$ cat src/core/sync_slave_pkg.sv
/*
  shared constants for the synchronous slave serial port and its master.
  assumes: both ends share sys_clk; the shift clock is sampled, not used as a clock.
*/
package sync_slave_pkg;
  // =====================================================
  // register map of the device-side firmware port
  localparam logic [3:0] ADDR_TX_CTRL   = 4'h0; // transmit_status_control
  localparam logic [3:0] ADDR_RX_CTRL   = 4'h1; // receive_status_control
  localparam logic [3:0] ADDR_TX_HOLD   = 4'h2; // transmit_holding_register
  localparam logic [3:0] ADDR_RX_BUF    = 4'h3; // receive_buffer
  localparam logic [3:0] ADDR_IRQ_STAT  = 4'h4; // sticky event status
  localparam logic [3:0] ADDR_IRQ_MASK  = 4'h5; // interrupt enables
  // =====================================================
  // transmit control field positions
  localparam int TXC_NINTH_BIT  = 0; // transmit_ninth_bit
  localparam int TXC_NINE_SEL   = 6; // nine_bit_transmit_select
  localparam int TXC_ENABLE     = 5; // transmit_enable
  localparam int TXC_SYNC       = 4; // synchronous mode
  localparam int TXC_CLK_SRC    = 7; // clock_source_select
  // receive control field positions
  localparam int RXC_PORT_EN    = 7; // port_enable
  localparam int RXC_NINE_SEL   = 6; // nine_bit_receive_select
  localparam int RXC_SINGLE     = 5; // single_receive_enable
  localparam int RXC_CONT       = 4; // continuous_receive_enable
  localparam int RXC_FRAME_ERR  = 2; // framing_error_flag
  localparam int RXC_OVERRUN    = 1; // overrun flag
  localparam int RXC_NINTH      = 0; // received ninth bit
  // interrupt bit positions
  localparam int IRQ_TX_EMPTY   = 0; // transmit_empty_flag
  localparam int IRQ_RX_FULL    = 1; // receive_full_flag
  // =====================================================
  // reset values
  localparam logic [7:0] TX_CTRL_RST    = 8'h00;
  localparam logic [7:0] RX_CTRL_RST    = 8'h00;
  localparam logic [1:0] IRQ_MASK_RST   = 2'h0;
  // word lengths
  localparam int WORD_BITS_8    = 8;
  localparam int WORD_BITS_9    = 9;
  // master shift clock: half period in sys_clk cycles (160 ns period at 8 ns)
  localparam int SCK_HALF_CYC   = 10;
endpackage

$ cat src/core/sync_link_if.sv
/*
  link between the external shift clock master and the slave serial port.
  assumes: single data line is two-way; the bench resolves the wire level.
*/
`timescale 1ns/1ps
interface sync_link_if;
  logic sck;      // shift clock, driven by master
  logic dat_mst_o; // data driven by master
  logic dat_mst_oe; // master drives data
  logic dat_slv_o; // data driven by slave
  logic dat_slv_oe; // slave drives data
  logic dat_i;    // resolved data line level
  modport master (output sck, output dat_mst_o, output dat_mst_oe, input dat_i);
  modport slave  (input sck, output dat_slv_o, output dat_slv_oe, input dat_i);
endinterface

$ cat src/core/sync_slave_port.sv
/*
  device end: synchronous slave serial port with firmware register port.
  assumes: shift clock and data arrive unsynchronised; firmware uses the
  plain strobe port; sleep is a level input that never stops this logic.
*/
// Implementation choices: the register addresses and the plain strobed port.
`timescale 1ns/1ps
module sync_slave_port
  import sync_slave_pkg::*;
(
  input  wire logic       sys_clk,   // system clock
  input  wire logic       sys_rst,   // async reset, high
  sync_link_if.slave      link,      // serial link
  input  wire logic       sleep,     // core sleep level, informational
  input  wire logic [3:0] reg_addr,  // register address
  input  wire logic [7:0] reg_wdata, // write data
  input  wire logic       reg_wr,    // write strobe
  input  wire logic       reg_rd,    // read strobe
  output logic      [7:0] reg_rdata, // read data, cycle after read
  output logic            irq,       // level interrupt
  output logic            wake       // wake request to sleeping core
);
  // =====================================================
  // registers
  logic [7:0] tx_ctrl_r;       // transmit_status_control
  logic [7:0] rx_ctrl_r;       // receive_status_control (control bits)
  logic [8:0] tx_hold_r;       // transmit_holding_register
  logic       tx_hold_full_r;  // holding register occupied
  logic [8:0] tx_shift_r;      // transmit_shift_register
  logic [3:0] tx_cnt_r;        // bits left in shifter
  logic [8:0] rx_shift_r;      // receive_shift_register
  logic [3:0] rx_cnt_r;        // bits received
  logic [7:0] rx_buf_r;        // receive_buffer
  logic       rx_ninth_r;      // ninth bit of buffered word
  logic       rx_full_r;       // buffer holds unread word
  logic       framing_error_flag_r;          // framing_error_flag
  logic       oerr_r;          // overrun flag
  logic [1:0] irq_stat_r;      // sticky events
  logic [1:0] irq_mask_r;      // interrupt enables
  logic [2:0] sck_sync_r;      // shift clock synchroniser + history
  logic [1:0] dat_sync_r;      // data synchroniser
  logic       sck_rise;        // shift clock rising edge
  logic       sck_fall;        // shift clock falling edge
  logic       slave_mode;      // configured as slave
  logic       port_on;         // port enabled
  logic       rx_on;           // reception enabled
  logic       tx_done;         // shifter emptied this cycle
  logic       rx_done;         // word completed this cycle
  logic       buf_rd;          // firmware reads the receive buffer
  logic [3:0] tx_len;          // transmit word length
  logic [3:0] rx_len;          // receive word length

  // =====================================================
  // decode
  assign slave_mode = ~tx_ctrl_r[TXC_CLK_SRC] & tx_ctrl_r[TXC_SYNC];
  assign port_on    = rx_ctrl_r[RXC_PORT_EN];
  assign rx_on      = port_on & slave_mode & rx_ctrl_r[RXC_CONT];
  assign tx_len     = tx_ctrl_r[TXC_NINE_SEL] ? 4'(WORD_BITS_9) : 4'(WORD_BITS_8);
  assign rx_len     = rx_ctrl_r[RXC_NINE_SEL] ? 4'(WORD_BITS_9) : 4'(WORD_BITS_8);
  assign buf_rd     = reg_rd && (reg_addr == ADDR_RX_BUF);
  assign sck_rise   = sck_sync_r[1] & ~sck_sync_r[2];
  assign sck_fall   = ~sck_sync_r[1] & sck_sync_r[2];
  // sleep gates only wake: the external clock keeps us going

  // =====================================================
  // synchronisers; stage 0 feeds only stage 1
  always_ff @(posedge sys_clk or posedge sys_rst) begin
    if (sys_rst) begin
      sck_sync_r <= 3'h0;
      dat_sync_r <= 2'h0;
    end else begin
      sck_sync_r <= {sck_sync_r[1:0], link.sck};
      dat_sync_r <= {dat_sync_r[0], link.dat_i};
    end
  end

  // =====================================================
  // control register writes
  always_ff @(posedge sys_clk or posedge sys_rst) begin
    if (sys_rst) begin
      tx_ctrl_r  <= TX_CTRL_RST;
      rx_ctrl_r  <= RX_CTRL_RST;
      irq_mask_r <= IRQ_MASK_RST;
    end else if (reg_wr) begin
      if (reg_addr == ADDR_TX_CTRL) begin
        tx_ctrl_r <= reg_wdata;
      end else if (reg_addr == ADDR_RX_CTRL) begin
        rx_ctrl_r <= {reg_wdata[7:4], 4'h0}; // status bits are read-only
      end else if (reg_addr == ADDR_IRQ_MASK) begin
        irq_mask_r <= reg_wdata[1:0];
      end
    end
  end

  // =====================================================
  // transmit: holding register feeds shifter
  assign tx_done = (tx_cnt_r == 4'h1) && sck_fall;

  always_ff @(posedge sys_clk or posedge sys_rst) begin
    if (sys_rst) begin
      tx_hold_r      <= 9'h000;
      tx_hold_full_r <= 1'b0;
      tx_shift_r     <= 9'h000;
      tx_cnt_r       <= 4'h0;
    end else begin
      // firmware load of holding register
      if (reg_wr && reg_addr == ADDR_TX_HOLD) begin
        tx_hold_r      <= {tx_ctrl_r[TXC_NINTH_BIT], reg_wdata};
        tx_hold_full_r <= 1'b1;
      end
      if (!port_on || !tx_ctrl_r[TXC_ENABLE] || !slave_mode) begin
        tx_cnt_r <= 4'h0; // idle until enabled
      end else if ((tx_cnt_r == 4'h0 || tx_done) && tx_hold_full_r) begin
        // move held word into shifter
        tx_shift_r <= tx_hold_r;
        tx_cnt_r   <= tx_len;
        if (!(reg_wr && reg_addr == ADDR_TX_HOLD)) begin
          tx_hold_full_r <= 1'b0;
        end
      end else if (sck_fall && tx_cnt_r != 4'h0) begin
        tx_shift_r <= {1'b0, tx_shift_r[8:1]}; // lsb first
        tx_cnt_r   <= tx_cnt_r - 4'h1;
      end
    end
  end

  // drive data only while a word is in the shifter
  assign link.dat_slv_o  = tx_shift_r[0];
  assign link.dat_slv_oe = (tx_cnt_r != 4'h0);

  // =====================================================
  // receive: shifter feeds buffer
  assign rx_done = rx_on && sck_rise && (rx_cnt_r == rx_len - 4'h1);

  always_ff @(posedge sys_clk or posedge sys_rst) begin
    if (sys_rst) begin
      rx_shift_r <= 9'h000;
      rx_cnt_r   <= 4'h0;
    end else if (!rx_on) begin
      rx_shift_r <= 9'h000; // abort to idle
      rx_cnt_r   <= 4'h0;
    end else if (sck_rise) begin
      // sample lsb first into position
      rx_shift_r[rx_cnt_r] <= dat_sync_r[1];
      rx_cnt_r             <= rx_done ? 4'h0 : rx_cnt_r + 4'h1;
    end
  end

  // buffer, ninth bit and error flags
  always_ff @(posedge sys_clk or posedge sys_rst) begin
    if (sys_rst) begin
      rx_buf_r   <= 8'h00;
      rx_ninth_r <= 1'b0;
      rx_full_r  <= 1'b0;
      framing_error_flag_r     <= 1'b0;
      oerr_r     <= 1'b0;
    end else begin
      if (buf_rd) begin
        rx_full_r <= 1'b0;
        framing_error_flag_r    <= 1'b0; // no stop bit in sync mode
      end
      if (rx_done) begin
        if (rx_full_r && !buf_rd) begin
          oerr_r <= 1'b1; // incoming word lost, unread word kept in buffer
        end else begin
          // in 8-bit words the last bit is still on the line this cycle
          rx_buf_r   <= (rx_len == 4'(WORD_BITS_9)) ? rx_shift_r[7:0] :
                        {dat_sync_r[1], rx_shift_r[6:0]};
          rx_ninth_r <= rx_ctrl_r[RXC_NINE_SEL] ? dat_sync_r[1] : 1'b0;
          rx_full_r  <= 1'b1;
        end
      end else if (!rx_ctrl_r[RXC_CONT]) begin
        oerr_r <= 1'b0;
      end
      if (!port_on) begin
        rx_full_r <= 1'b0;
      end
    end
  end

  // =====================================================
  // sticky events; set wins over write-one clear
  always_ff @(posedge sys_clk or posedge sys_rst) begin
    if (sys_rst) begin
      irq_stat_r <= 2'h0;
    end else begin
      for (int i = 0; i < 2; i++) begin
        if (reg_wr && reg_addr == ADDR_IRQ_STAT && reg_wdata[i]) begin
          irq_stat_r[i] <= 1'b0;
        end
      end
      if (tx_done && tx_hold_full_r) begin
        irq_stat_r[IRQ_TX_EMPTY] <= 1'b1; // second word taken
      end else if (tx_done && !tx_hold_full_r) begin
        irq_stat_r[IRQ_TX_EMPTY] <= 1'b1;
      end
      if (rx_done && !(rx_full_r && !buf_rd)) begin
        irq_stat_r[IRQ_RX_FULL] <= 1'b1;
      end
    end
  end

  // interrupt and wake; vectoring is the core's
  assign irq  = |(irq_stat_r & irq_mask_r);
  assign wake = irq & sleep;

  // =====================================================
  // read port, data one cycle later; firmware reads status first
  always_ff @(posedge sys_clk or posedge sys_rst) begin
    if (sys_rst) begin
      reg_rdata <= 8'h00;
    end else if (reg_rd) begin
      if (reg_addr == ADDR_TX_CTRL) begin
        reg_rdata <= {tx_ctrl_r[7:2], ~tx_hold_full_r, tx_ctrl_r[0]};
      end else if (reg_addr == ADDR_RX_CTRL) begin
        reg_rdata <= {rx_ctrl_r[7:4], 1'b0, framing_error_flag_r, oerr_r, rx_ninth_r};
      end else if (reg_addr == ADDR_RX_BUF) begin
        reg_rdata <= rx_buf_r;
      end else if (reg_addr == ADDR_IRQ_STAT) begin
        reg_rdata <= {6'h00, irq_stat_r};
      end else if (reg_addr == ADDR_IRQ_MASK) begin
        reg_rdata <= {6'h00, irq_mask_r};
      end else begin
        reg_rdata <= 8'h00; // unmapped
      end
    end
  end
endmodule

$ cat src/flat_wrapper.sv
// flat-port wrapper written by rule: the top's interface ports become plain ports
module sync_slave_port_flat import sync_slave_pkg::*;
  (sys_clk, sys_rst, sleep, reg_addr, reg_wdata, reg_wr, reg_rd, reg_rdata, irq, wake, link_sck, link_dat_slv_o, link_dat_slv_oe, link_dat_i);
  sync_link_if link_i ();
  input  wire logic sys_clk;
  input  wire logic sys_rst;
  input  wire logic sleep;
  input  wire logic [3:0] reg_addr;
  input  wire logic [7:0] reg_wdata;
  input  wire logic reg_wr;
  input  wire logic reg_rd;
  output logic      [7:0] reg_rdata;
  output logic irq;
  output logic wake;
  input wire logic [$bits(link_i.sck)-1:0] link_sck;
  output wire logic [$bits(link_i.dat_slv_o)-1:0] link_dat_slv_o;
  output wire logic [$bits(link_i.dat_slv_oe)-1:0] link_dat_slv_oe;
  input wire logic [$bits(link_i.dat_i)-1:0] link_dat_i;
  assign link_i.sck = link_sck;
  assign link_dat_slv_o = link_i.dat_slv_o;
  assign link_dat_slv_oe = link_i.dat_slv_oe;
  assign link_i.dat_i = link_dat_i;
  sync_slave_port u_core (.sys_clk(sys_clk), .sys_rst(sys_rst), .link(link_i), .sleep(sleep), .reg_addr(reg_addr), .reg_wdata(reg_wdata), .reg_wr(reg_wr), .reg_rd(reg_rd), .reg_rdata(reg_rdata), .irq(irq), .wake(wake));
endmodule
$ cat config.mk
export PLATFORM = sky130hd
export DESIGN_NAME = sync_slave_port_flat
export DESIGN_NICKNAME = d
export VERILOG_FILES = /design/src/core/sync_slave_pkg.sv /design/src/core/sync_link_if.sv /design/src/core/sync_slave_port.sv /design/src/flat_wrapper.sv
export SDC_FILE = /design/constraint.sdc
export NUM_CORES = 1
export LEC_CHECK = 0
export BUFFER_PORTS_ARGS = -buffer_cell sky130_fd_sc_hd__buf_2
export CAP_MARGIN = 0
export CORE_MARGIN = 1.5
export CORE_UTILIZATION = 45
export CTS_BUF_LIST = sky130_fd_sc_hd__clkbuf_8
export DETAILED_ROUTE_END_ITERATION = 8
export PLACE_DENSITY = 0.65
export SLEW_MARGIN = 20
export SYNTH_ARGS = -nofsm -noshare
export SYNTH_HDL_FRONTEND = slang
export SYNTH_SLANG_ARGS = --single-unit
export TNS_END_PERCENT = 10
$ cat constraint.sdc
create_clock -name sys_clk -period 2.7 [get_ports sys_clk]
set_input_delay 0.81 -clock sys_clk [delete_from_list [all_inputs] [get_ports sys_clk]]
set_output_delay 0.81 -clock sys_clk [all_outputs]
set_load 0.005 [all_outputs]
==> run metrics <==
status finished, final reports clean; Clk Latency, worst-skew pair 350 ps; clock share of power 31.2%; fillers 683; Final GP Congestion 0.803; H-Tree Level Count 3; Worst setup SP type register; clock slew at reported path FFs 70 ps; antenna violations before repair 0; Max Freq 0.400 GHz; CTS tree built; final net count 355; DRC viols 0; LEAKAGE 1.86 nW; Top Family by Delay on Critical Path flip-flops; Post-Layout Cell Count 437; routed via count 2,311; Placed Cells 421; Comb power frac 18.9%; mean routed wirelength per cell 15.2 um; Sink Count 74; Synth cell types 53; Max clock buf depth 2; area of the core 0.00769 sq mm; Die X 91.7 um; CP Class register to output pin; fin. max-slew vios 0; CP Max Fanout 5; Die Area 0.00841 sq mm; FFs w/ async S/R, synth 100%; P per Cell Area 677 mW/mm^2; # port buffers 30; worst stage delay on the critical path 420 ps; mux share of post-synthesis cell area 18.9%; Setup Viol. Count Final 0; ratio of cells with drive above 1 in the final layout 32.8%; Avg Inst Size Synth 12.0 sq um; Area Growth Syn to Fin 13.0%; Final Hold Viols 0; slowest CP cell dfrtp_1; slew margin rel. 57.3%; period utilization 92.6%; largest net degree at the start of global routing 29; syn_nets 321; WP buf/inv 3; TritonRoute pass-1 iters 7; RSZ-0062 raised after global routing no; Post-DRT Antenna Nets 0; adder-cell share of the synthesized area 2.12%; Yosys warnings 0; peak supply drop 0.258 mV; total power draw 2.71 mW; first-pass GRT wire length 11.4 mm; CTS Hold Buffers Added 0; Worst setup EP type output pin; total CTS buffers 9; gate count of the mapped netlist 296; Post-CTS Resized 0; clock root cell clkbuf_8; GR Util All Layers 17.7%; Routed WL 6.66 mm; Worst-Margin Slew 638 ps; Remaining Overflow, GRT 0; sw frac 28.2%; crit-path cells inv_1 -> ha_1 -> nor3b_4 -> inv_1 -> buf_2; Fin Clk Skew 10.2 ps; Antenna diodes 0; synthesized area 0.00354 sq mm; data required time of the worst path 1890 ps; Seq cells post-synth 74; Post-Synth Simple-Gate Area 13.1%; Via density 5.29; Core Rows 32; number of I/O pins 31; fin crit period 2500 ps; main combinational cell family by area after synthesis multiplexers; Primary FF master, synth dfrtp_1; max-cap viol count 0; post-CTS setup repair buffer count 0; Psw 0.766 mW; initial core utilization 46.1%; final hold slack 349 ps; DIE HEIGHT 91.7 um; vias in the first global route 2,330; crit-path most repeated cell inv_1; Starting DRT DRC Count 109; Synth Area in XOR/XNOR 0%; Internal 1.94 mW; register area share after synthesis 52.3%; setup_tns 0 ps; Flop pwr share 49.9%; hpwl dp 4.73 mm; Post-synth EDFFs 0; Synth Area in Compound Gates 10.1%; Critical Path AT 1690 ps; Min-Delay Path Class register to register
==> cell type report <==
type,instances,area [sq um],area share (%)
Inverter,21,78.8,1.97
Tap cell,102,128,3.19
Clock buffer,9,124,3.09
Sequential cell,74,1850,46.3
Timing Repair Buffer,33,185,4.63
Multi-Input combinational cell,191,1560,39.1
Clock inverter,7,71.3,1.78
==> worst paths after layout <==
| path | endpoint | from | cells after the start | slack [ps] |
|---|---|---|---|---|
| worst min-delay path | u_core.sck_sync_r[1] | u_core.sck_sync_r[0] | 0 | 350 |
| max in group asynchronous | u_core.tx_hold_full_r | sys_rst | 3 | 1510 |
| worst min register to register | u_core.sck_sync_r[1] | u_core.sck_sync_r[0] | 0 | 350 |
| worst max register to register | u_core.tx_shift_r[6] | u_core.tx_cnt_r[0] | 6 | 480 |
| min in group asynchronous | u_core.rx_cnt_r[0] | sys_rst | 2 | 470 |
| worst max-delay path | link_dat_slv_oe | u_core.tx_cnt_r[0] | 5 | 200 |
==> stage by stage <==
stage / setup WS, ps / cell area, sq um / util (%)
2_1_floorplan: 8.38 / 3540 / -
3_3_place_gp: 516 / 3810 / 49.5
3_5_place_dp: 475 / 3810 / 49.5
4_1_cts: 213 / 4000 / 52.1
5_1_grt: 109 / 4000 / 52.1
6_report: 199 / 4000 / 52.1
==> cells in the mapped netlist, types with 3 or more instances <==
cell | n | area share [%]
nand4b_1 | 5 | 1.2
a22o_1 | 3 | 0.74
inv_1 | 21 | 2.2
o22ai_1 | 6 | 1.1
a21oi_1 | 17 | 2.4
mux2_4 | 6 | 2.5
a211oi_1 | 3 | 0.64
nand3b_1 | 3 | 0.64
mux2_2 | 42 | 13
nor2_1 | 9 | 0.95
dfrtp_1 | 74 | 52
mux2i_1 | 8 | 2.3
nand3_1 | 10 | 1.4
clkbuf_1 | 6 | 0.64
ha_1 | 6 | 2.1
o21ai_0 | 7 | 0.99
nand2_1 | 27 | 2.9
==> flip-flops by register name, indices dropped and copies added, names as in the netlist, 2 cells and up <==
register	cells
u_core.rx_shift_r	8
u_core.irq_mask_r	2
u_core.irq_stat_r	2
u_core.rx_cnt_r	4
u_core.sck_sync_r	3
u_core.tx_shift_r	9
u_core.dat_sync_r	2
u_core.tx_hold_r	9
u_core.rx_ctrl_r	4
u_core.rx_buf_r	8
u_core.tx_cnt_r	4
u_core.tx_ctrl_r	7
u_core.reg_rdata	8
==> cell usage in the layout, fill, tap and decap left out, types with 3 or more instances in the layout <==
| cell | instances |
|---|---|
| mux2_4 | 6 |
| dfrtp_1 | 74 |
| mux2i_1 | 8 |
| a22o_1 | 3 |
| inv_1 | 21 |
| mux2_2 | 42 |
| nand3_1 | 10 |
| ha_1 | 6 |
| clkbuf_8 | 9 |
| a211oi_1 | 3 |
| a21oi_1 | 17 |
| o21ai_0 | 7 |
| buf_2 | 30 |
| o22ai_1 | 6 |
| nand2_1 | 27 |
| nor2_1 | 9 |
| nand4b_1 | 5 |
| nand3b_1 | 3 |
==> metal layers <==
| layer | up-vias | part of all wire (%) | routed length [um] | global-route usage [%] |
|---|---|---|---|---|
| met2 | 40 | 47 | 3100 | 27.8 |
| li1 | 1133 | - | - | - |
| met5 | - | 0 | 0 | 0 |
| met3 | 7 | 3.3 | 218 | 4.06 |
| met4 | 0 | 1.5 | 97 | 6.15 |
| met1 | 1131 | 49 | 3230 | 24.3 |
==> kinds of logic (layout without fill, tap and decap cells) <==
group,count (synthesis),in the layout
and+or+nand+nor,75,75
DFF,74,74
muxes,58,58
AOI/OAI and AO/OA,52,52
buffers and inverters,31,70
adders and majority gates,6,6
==> power by group through the flow <==
stage	Clock (mW)	Combinational (mW)	Sequential [mW]
floorplan	0	0.431	1.33
global placement	0	0.503	1.37
detailed placement	0	0.517	1.37
CTS	0.869	0.520	1.35
global route	0.929	0.566	1.37
finish	0.845	0.513	1.35
(Power assumes the default switching activity.)
